[src/hw/scg_pkg.sv]
// Constants and types shared by the system clock generator
package scg_pkg;

    // Register offsets on the 8-bit register port
    localparam logic [7:0] ADDR_STAB_PRESCALER = 8'h20;
    localparam logic [7:0] ADDR_STAB_TIMER = 8'h21;
    localparam logic [7:0] ADDR_STATUS = 8'h30;
    localparam logic [7:0] ADDR_SUB_PORT = 8'h31;
    localparam logic [7:0] ADDR_MISC_CLOCK_SETTINGS = 8'h38;
    localparam logic [7:0] ADDR_CPU_MODE = 8'h3b;

    // Processor mode register fields
    localparam int CPUM_SPEED_LSB = 6;
    localparam int CPUM_MAIN_STOP = 5;
    localparam int CPUM_SUB_EN = 4;

    // Miscellaneous clock settings fields
    localparam int MISC_STAB_SEL = 0;
    localparam int MISC_AUTO_EN = 1;
    localparam int MISC_AUTO_WAIT = 2;

    // Status register fields
    localparam int STAT_HALTED = 2;
    localparam int STAT_STABILISING = 3;

    // Sub port register fields
    localparam int PORT_DATA_LSB = 0;
    localparam int PORT_DIR_LSB = 2;
    localparam int PORT_PIN_LSB = 4;

    // Speed codes held in the processor mode register
    localparam logic [1:0] SPEED_HIGH = 2'h0;
    localparam logic [1:0] SPEED_MIDDLE = 2'h1;
    localparam logic [1:0] SPEED_LOW = 2'h2;

    // Reset and load values
    localparam logic [1:0] RESET_SPEED = SPEED_MIDDLE;
    localparam logic [7:0] PRE_STOP_LOAD = 8'hff;
    localparam logic [7:0] TMR_STOP_LOAD = 8'h01;
    localparam logic [3:0] STAB_DIV_LAST = 4'hf;

    // Last tick index of one core clock half period
    localparam logic [1:0] HALF_LAST_MIDDLE = 2'h3;
    localparam logic [1:0] HALF_LAST_OTHER = 2'h0;

    // Low-speed core clock rises counted before the automatic switch
    localparam logic [2:0] AUTO_LAST_SHORT = 3'h4;
    localparam logic [2:0] AUTO_LAST_LONG = 3'h6;

    typedef enum logic [1:0] {
        MODE_HIGH,
        MODE_MIDDLE,
        MODE_LOW
    } scg_mode_type;

    typedef enum logic [1:0] {
        ST_RUN,
        ST_WAIT,
        ST_STOP,
        ST_STAB
    } scg_state_type;

endpackage
[src/hw/scg_clock_gen.sv]
// System clock generator: speed modes, stop, wait and automatic switch
//
// Behaviour
// - At power-on only main oscillator runs
// - Middle speed divides main by 8, reset default
// - High speed divides main by two
// - Low speed divides sub oscillator by two
// - Main clock stop bit stops main oscillator
// - Stop holds core clock high, oscillators off
// - Stop with select 0 loads FF and 01
// - Select 1 keeps software-loaded prescaler and timer
// - Prescaler counts chosen oscillator divided by 16
// - Wake restarts oscillator, clock held high meanwhile
// - Core clock returns on timer underflow
// - No stabilisation wait after reset
// - Wait holds clock high, resumes on interrupt
// - Bus edge in low speed starts middle
// - Automatic switch waits five or seven cycles
//
// Decided for this implementation: the placing of the registers and strobed register access.
`timescale 1ns/10ps
`default_nettype none

module scg_clock_gen (
    input wire logic sys_clk,
    input wire logic rst,
    input wire logic [7:0] addr,
    input wire logic [7:0] wr_data,
    input wire logic wr_en,
    input wire logic rd_en,
    output logic [7:0] rd_data,
    input wire logic main_osc_in,
    output logic main_osc_out,
    output logic main_osc_en,
    input wire logic sub_osc_in,
    output logic sub_osc_in_o,
    output logic sub_osc_in_oe,
    input wire logic sub_osc_out_i,
    output logic sub_osc_out,
    output logic sub_osc_out_oe,
    output logic sub_osc_en,
    input wire logic stop_instruction,
    input wire logic wait_instruction,
    input wire logic ext_wake,
    input wire logic irq_accept,
    input wire logic scl_in,
    input wire logic sda_in,
    output logic core_clk,
    output logic core_halted
);

    typedef struct packed {
        scg_pkg::scg_state_type st;
        scg_pkg::scg_mode_type act_mode;
        logic [1:0] cpu_speed;
        logic main_stop;
        logic sub_en;
        logic stab_sel;
        logic auto_en;
        logic auto_wait_sel;
        logic [7:0] pre_latch;
        logic [7:0] pre;
        logic [7:0] tmr_latch;
        logic [7:0] tmr;
        logic [3:0] div16;
        logic [1:0] div_cnt;
        logic core_clk;
        logic main_q;
        logic sub_q;
        logic scl_q;
        logic sda_q;
        logic auto_busy;
        logic [2:0] auto_cnt;
        logic [1:0] port_data;
        logic [1:0] port_dir;
        logic [7:0] rd_data;
        logic main_en;
        logic sub_run;
        logic main_out;
        logic sub_out;
        logic sub_out_oe;
        logic sub_in_o;
        logic sub_in_oe;
        logic halted;
    } scg_regs_type;

    // Only the main oscillator runs out of reset; no settling wait here
    localparam scg_regs_type RESET_STATE = '{
        st: scg_pkg::ST_RUN,
        act_mode: scg_pkg::MODE_MIDDLE,
        cpu_speed: scg_pkg::RESET_SPEED,
        pre_latch: scg_pkg::PRE_STOP_LOAD,
        pre: scg_pkg::PRE_STOP_LOAD,
        tmr_latch: scg_pkg::TMR_STOP_LOAD,
        tmr: scg_pkg::TMR_STOP_LOAD,
        core_clk: 1'b1,
        main_en: 1'b1,
        // Bus lines idle high; a low reset value would fake an edge
        scl_q: 1'b1,
        sda_q: 1'b1,
        default: '0
    };

    scg_regs_type s;
    scg_regs_type next_s;
    logic main_rise;
    logic sub_rise;
    logic core_tick;
    logic stab_tick;
    logic bus_edge;
    logic osc_gated;
    logic [1:0] half_last;
    logic [2:0] auto_last;

    // Reserved speed code falls back to middle speed
    function automatic scg_pkg::scg_mode_type speed_to_mode(
        input logic [1:0] speed
    );
        case (speed)
            scg_pkg::SPEED_HIGH: speed_to_mode = scg_pkg::MODE_HIGH;
            scg_pkg::SPEED_LOW: speed_to_mode = scg_pkg::MODE_LOW;
            default: speed_to_mode = scg_pkg::MODE_MIDDLE;
        endcase
    endfunction

    always_comb begin
        next_s = s;
        next_s.main_q = main_osc_in;
        next_s.sub_q = sub_osc_in;
        next_s.scl_q = scl_in;
        next_s.sda_q = sda_in;
        main_rise = main_osc_in & ~s.main_q;
        sub_rise = sub_osc_in & ~s.sub_q;
        bus_edge = (scl_in ^ s.scl_q) | (sda_in ^ s.sda_q);
        half_last = (s.act_mode == scg_pkg::MODE_MIDDLE) ?
            scg_pkg::HALF_LAST_MIDDLE : scg_pkg::HALF_LAST_OTHER;
        auto_last = s.auto_wait_sel ?
            scg_pkg::AUTO_LAST_LONG : scg_pkg::AUTO_LAST_SHORT;
        core_tick = (s.act_mode == scg_pkg::MODE_LOW) ? sub_rise : main_rise;
        // Stabilising count follows the sub oscillator when the main stop bit is set, else the main
        stab_tick = s.main_stop ? sub_rise : main_rise;

        // Register writes; hardware updates below take priority
        if (wr_en) begin
            case (addr)
                scg_pkg::ADDR_CPU_MODE: begin
                    next_s.cpu_speed =
                        wr_data[scg_pkg::CPUM_SPEED_LSB +: 2];
                    next_s.main_stop = wr_data[scg_pkg::CPUM_MAIN_STOP];
                    next_s.sub_en = wr_data[scg_pkg::CPUM_SUB_EN];
                end
                scg_pkg::ADDR_MISC_CLOCK_SETTINGS: begin
                    next_s.stab_sel = wr_data[scg_pkg::MISC_STAB_SEL];
                    next_s.auto_en = wr_data[scg_pkg::MISC_AUTO_EN];
                    next_s.auto_wait_sel = wr_data[scg_pkg::MISC_AUTO_WAIT];
                end
                scg_pkg::ADDR_STAB_PRESCALER: begin
                    next_s.pre_latch = wr_data;
                    next_s.pre = wr_data;
                end
                scg_pkg::ADDR_STAB_TIMER: begin
                    next_s.tmr_latch = wr_data;
                    next_s.tmr = wr_data;
                end
                scg_pkg::ADDR_SUB_PORT: begin
                    next_s.port_data = wr_data[scg_pkg::PORT_DATA_LSB +: 2];
                    next_s.port_dir = wr_data[scg_pkg::PORT_DIR_LSB +: 2];
                end
                default: begin
                end
            endcase
        end

        // Read data stands only in the cycle after the strobe
        next_s.rd_data = '0;
        if (rd_en) begin
            case (addr)
                scg_pkg::ADDR_CPU_MODE: begin
                    next_s.rd_data[scg_pkg::CPUM_SPEED_LSB +: 2] = s.cpu_speed;
                    next_s.rd_data[scg_pkg::CPUM_MAIN_STOP] = s.main_stop;
                    next_s.rd_data[scg_pkg::CPUM_SUB_EN] = s.sub_en;
                end
                scg_pkg::ADDR_MISC_CLOCK_SETTINGS: begin
                    next_s.rd_data[scg_pkg::MISC_STAB_SEL] = s.stab_sel;
                    next_s.rd_data[scg_pkg::MISC_AUTO_EN] = s.auto_en;
                    next_s.rd_data[scg_pkg::MISC_AUTO_WAIT] = s.auto_wait_sel;
                end
                scg_pkg::ADDR_STAB_PRESCALER: next_s.rd_data = s.pre;
                scg_pkg::ADDR_STAB_TIMER: next_s.rd_data = s.tmr;
                scg_pkg::ADDR_STATUS: begin
                    next_s.rd_data[1:0] = s.act_mode;
                    next_s.rd_data[scg_pkg::STAT_HALTED] = s.halted;
                    next_s.rd_data[scg_pkg::STAT_STABILISING] =
                        (s.st == scg_pkg::ST_STAB);
                end
                scg_pkg::ADDR_SUB_PORT: begin
                    next_s.rd_data[scg_pkg::PORT_DATA_LSB +: 2] = s.port_data;
                    next_s.rd_data[scg_pkg::PORT_DIR_LSB +: 2] = s.port_dir;
                    next_s.rd_data[scg_pkg::PORT_PIN_LSB +: 2] =
                        {sub_osc_out_i, sub_osc_in};
                end
                default: next_s.rd_data = '0;
            endcase
        end

        // Stop and wait sequencing
        case (s.st)
            scg_pkg::ST_RUN: begin
                if (stop_instruction) begin
                    next_s.st = scg_pkg::ST_STOP;
                    next_s.div16 = '0;
                    if (!s.stab_sel) begin
                        next_s.pre = scg_pkg::PRE_STOP_LOAD;
                        next_s.tmr = scg_pkg::TMR_STOP_LOAD;
                    end
                end else if (wait_instruction) begin
                    next_s.st = scg_pkg::ST_WAIT;
                end
            end
            scg_pkg::ST_WAIT: begin
                // Oscillators never stopped, so no settling is needed
                if (irq_accept) begin
                    next_s.st = scg_pkg::ST_RUN;
                end
            end
            scg_pkg::ST_STOP: begin
                if (ext_wake) begin
                    next_s.st = scg_pkg::ST_STAB;
                end
            end
            scg_pkg::ST_STAB: begin
                if (stab_tick) begin
                    next_s.div16 = s.div16 + 4'h1;
                    if (s.div16 == scg_pkg::STAB_DIV_LAST) begin
                        if (s.pre == 8'h00) begin
                            next_s.pre = s.pre_latch;
                            if (s.tmr == 8'h00) begin
                                next_s.tmr = s.tmr_latch;
                                next_s.st = scg_pkg::ST_RUN;
                            end else begin
                                next_s.tmr = s.tmr - 8'h01;
                            end
                        end else begin
                            next_s.pre = s.pre - 8'h01;
                        end
                    end
                end
            end
            default: next_s.st = scg_pkg::ST_RUN;
        endcase

        // A bus edge in low speed starts the main oscillator
        if (s.act_mode != scg_pkg::MODE_LOW) begin
            next_s.auto_busy = 1'b0;
        end else if (s.st == scg_pkg::ST_RUN && s.auto_en && !s.auto_busy
                     && bus_edge) begin
            next_s.auto_busy = 1'b1;
            next_s.auto_cnt = '0;
            next_s.main_stop = 1'b0;
        end

        // Core clock divider; when halted it may only rise, then freezes
        if (core_tick && (s.st == scg_pkg::ST_RUN || !s.core_clk)) begin
            if (s.div_cnt == half_last) begin
                next_s.div_cnt = '0;
                next_s.core_clk = ~s.core_clk;
                if (!s.core_clk) begin
                    // Bus edge is random within a cycle, hence the spread
                    if (s.auto_busy) begin
                        if (s.auto_cnt == auto_last) begin
                            next_s.auto_busy = 1'b0;
                            next_s.cpu_speed = scg_pkg::SPEED_MIDDLE;
                        end else begin
                            next_s.auto_cnt = s.auto_cnt + 3'h1;
                        end
                    end
                    // Source changes only at a rising edge so the low
                    // phase is whole and the next high phase is new
                    next_s.act_mode = speed_to_mode(next_s.cpu_speed);
                end
            end else begin
                next_s.div_cnt = s.div_cnt + 2'h1;
            end
        end

        // Oscillators stop only once the core clock is parked high
        osc_gated = (next_s.st == scg_pkg::ST_STOP) && next_s.core_clk;
        next_s.main_en = !next_s.main_stop && !osc_gated;
        next_s.sub_run = next_s.sub_en && !osc_gated;
        next_s.main_out = next_s.main_en & ~main_osc_in;
        // Sub pins serve as port pins until the oscillator is enabled
        next_s.sub_out_oe = next_s.sub_en | next_s.port_dir[1];
        next_s.sub_out = next_s.sub_en ? (next_s.sub_run & ~sub_osc_in)
                                       : next_s.port_data[1];
        next_s.sub_in_oe = !next_s.sub_en & next_s.port_dir[0];
        next_s.sub_in_o = next_s.port_data[0];
        next_s.halted = (next_s.st != scg_pkg::ST_RUN);
    end

    // Reset restarts straight into middle speed with no settling count
    always_ff @(posedge sys_clk or posedge rst) begin
        if (rst) begin
            s <= RESET_STATE;
        end else begin
            s <= next_s;
        end
    end

    assign rd_data = s.rd_data;
    assign main_osc_out = s.main_out;
    assign main_osc_en = s.main_en;
    assign sub_osc_in_o = s.sub_in_o;
    assign sub_osc_in_oe = s.sub_in_oe;
    assign sub_osc_out = s.sub_out;
    assign sub_osc_out_oe = s.sub_out_oe;
    assign sub_osc_en = s.sub_run;
    assign core_clk = s.core_clk;
    assign core_halted = s.halted;

endmodule

`default_nettype wire

[config.mk]
export PLATFORM = sky130hd
export DESIGN_NAME = scg_clock_gen
export DESIGN_NICKNAME = d
export VERILOG_FILES = /design/src/hw/scg_pkg.sv /design/src/hw/scg_clock_gen.sv
export SDC_FILE = /design/constraint.sdc
export NUM_CORES = 1
export LEC_CHECK = 0
export BUFFER_PORTS_ARGS = -buffer_cell sky130_fd_sc_hd__buf_4
export CORE_MARGIN = 3
export CORE_UTILIZATION = 47
export CTS_CLUSTER_SIZE = 40
export DETAILED_ROUTE_END_ITERATION = 10
export PLACE_DENSITY = 0.66
export SETUP_SLACK_MARGIN = 0.15
export SLEW_MARGIN = 25
export SYNTH_ARGS = -nofsm -noshare
export SYNTH_HDL_FRONTEND = slang
export SYNTH_SLANG_ARGS = --single-unit
[constraint.sdc]
create_clock -name sys_clk -period 8.14 [get_ports sys_clk]
set_input_delay 1.628 -clock sys_clk [delete_from_list [all_inputs] [get_ports sys_clk]]
set_output_delay 1.628 -clock sys_clk [all_outputs]
set_load 0.01 [all_outputs]
==> reports/results.txt <==
Synthesis Warnings: 0
Max-slew headroom: 38.2%
Vias in the first global route: 3183
Final Power: 1.31 mW
Die area: 0.0100 sq mm
Clk pwr share: 28.3%
Grt total ovfl: 0
Multi-input logic area: 0.00203 sq mm
Status: completed
Skew-Pair Late Insertion Delay: 0.36 ns
RSZ-0062 raised after global routing: false
Clock buffer count from CTS: 9
Sequential Area: 0.00196 sq mm
P&R area growth vs syn: 16.0%
Count leader, synth: dfrtp_1
Ports: 46
Worst EP arrival: 3.69 ns
Setup TNS: 0 ns
Pwr dens: 272 mW/mm^2
RePlAce Congestion: 0.931
Root buffer cell: clkbuf_8
Final Max Tran Viols: 0
Hold Fails Final Rpt: 0
Max Clock Freq: 0.290 GHz
Nets: 484
Fin cells: 556
# rows: 33
Avg Synthesized Cell Area: 10.3 sq um
Post-route DRC violation count: 0
Die Ht: 100 um
Die width: 100 um
Setup CP Type: primary input to flip-flop
Diodes inserted: 0
H-tree depth: 3
Hpwl dp: 7210 um
Cells after Synth: 405
Global-route wire length before repair: 16500 um
Synth cell count leaders: 53 x dfrtp_1, 38 x nand2_1, 31 x nor2_1
Worst endpoint required time: 8.38 ns
Maxcap violations: 0
Placed cell areas: 0.00455 sq mm
Worst hold slack: 0.511 ns
IO buf count: 45
CTS max path bufs: 2
Initial antenna violation count: 0
Reg power frac: 39.1%
Crit start category: primary input
HP Class: flip-flop to flip-flop
CP endpoint kind: flip-flop
CTS Hold Buffers Added: 0
Via count: 3279
Cell taking the most area after synthesis: dfrtp_1
Synth Cell Area: 0.00415 sq mm
Net Sw Power: 463 uW
Ranking of synthesized cells by area: dfrtp_1 32%, dfstp_2 15%, mux2_2 7.9%
Switching Share: 35.4%
Inst Count DP: 539
Largest net degree at the start of global routing: 78
DRT Pass-1 Iters: 4
Overall routed net length: 10000 um
Critical Path Fanout Max: 6
Core area: 0.00838 sq mm
Least-Margin Pin Slew: 0.919 ns
Remaining antenna violation count: 0
Pre-CTS WS: 4.32 ns
Setup-failing EPs final: 0
Net Count, Synth: 443
Via density: 5.90
Min cycle time layout: 3.45 ns
EDFF count, synth: 0
Int Power: 845 uW
Max VDD drop: 0.000192 V
Global-route usage over all layers: 21.0%
Synth async-reset ratio: 100%
Sink Count: 77
Post-synth cell types: 56
Fin crit share: 42.4%
Ys flop type: dfrtp_1
Comb power frac: 32.6%
Skew final: 0.0123 ns
Initial cell density of the core: 49.6%
Post-CTS Resized: 0
Leak: 2.13 nW
Yosys top cell area share: 31.9%
TritonCTS clock tree: yes
Post-route setup slack: 4.69 ns
Fin area: 0.00482 sq mm
Wire per inst: 18.0 um
Share of cells above drive strength 1: 28.8%
Clock Pin Slew Worst Setup and Hold Paths: 0.09 ns
Sequential area share after synthesis: 47.1%
Finished Core Util: 57.5%
Yosys reg bits: 77
Fillers: 752
Number of DRC markers in iteration 0: 240
Postcts setup bufs: 0
==> logic make-up after synthesis <==
group / share of synthesized area, %
xor gates and xnor gates: 2.32
AOI/OAI and AO/OA: 15.4
and+or+nand+nor: 15.8
muxes: 12.4
DFF: 47.1
adders and majority gates: 2.71
buffers and inverters: 4.19
==> area by class of cell <==
| class | instances | share of cell area [%] |
|---|---|---|
| tap | 105 | 2.73 |
| timing repair buffer | 50 | 7.82 |
| multi-input combinational | 290 | 42.1 |
| inverter | 18 | 1.40 |
| clock inverter | 6 | 2.47 |
| sequential | 77 | 40.6 |
| clock buffer | 10 | 2.86 |
==> power by group through the flow <==
stage	Combinational [mW]	Sequential [mW]	Clock [mW]
2_1_floorplan	0.309	0.503	0
3_3_place_gp	0.409	0.517	0
3_5_place_dp	0.418	0.517	0
4_1_cts	0.421	0.511	0.377
5_1_grt	0.481	0.521	0.392
6_report	0.426	0.512	0.371
==> worst paths after layout <==
check / from / endpoint / slack [ns] / cells past startpoint
max in group asynchronous: rst / s[37]$_DFF_PP0_ / 6.20 / 3
min reg2reg: s[46]$_DFFE_PP0P_ / s[46]$_DFFE_PP0P_ / 0.51 / 1
max: addr[7] / main_osc_out$_DFF_PP0_ / 4.69 / 7
min in group asynchronous: rst / s[26]$_DFF_PP0_ / 1.44 / 3
min: s[46]$_DFFE_PP0P_ / s[46]$_DFFE_PP0P_ / 0.51 / 1
max reg2reg: s[36]$_DFF_PP0_ / sub_osc_out$_DFF_PP0_ / 5.09 / 8
==> cells in the final DEF (no fill, tap or decap), types with 3 or more instances in the layout <==
cell       instances
a21boi_0           3
a222oi_1           3
nand3_1            7
nor4_1             6
mux2_2            29
inv_1             17
nor3b_1            5
and2_1             4
ha_1               9
a31oi_1            3
mux2i_1           19
o22ai_1            7
nor2b_1            5
o21ai_0           20
xnor2_1            6
a21oi_1           18
clkbuf_8          10
o31ai_1            4
bufinv_16          3
nand2b_1           9
nor2_1            31
dfrtp_1           53
o221ai_1           5
dfstp_2           24
nor3_1             7
a21o_1             3
buf_4             48
xor2_1             5
a22oi_1           10
nand2_1           38
==> worst max-delay path: stages <==
cell and delay [ns]:
buf_4 0.11, nor3b_1 0.45, nand2_1 0.14, nor4_1 0.77
nand3_1 0.15, a21oi_1 0.34, nor3_1 0.09
==> sequential cells by signal (all words and copies together) (netlist names) <==
register and flops:
core_halted 1, sub_osc_en 1, sub_osc_out_oe 1, s 61, core_clk 1, sub_osc_out 1
main_osc_out 1, rd_data 8, sub_osc_in_oe 1, main_osc_en 1
==> layer usage <==
layer / vias to the layer above / wire length (um) / track usage (%)
li1: 1546 / - / -
met1: 1596 / 4740 / 31.1
met2: 118 / 4490 / 31.8
met3: 19 / 606 / 3.06
met4: 0 / 178 / 7.25
met5: - / 0 / 0
No activity file was read; power rests on OpenSTA's default activity.
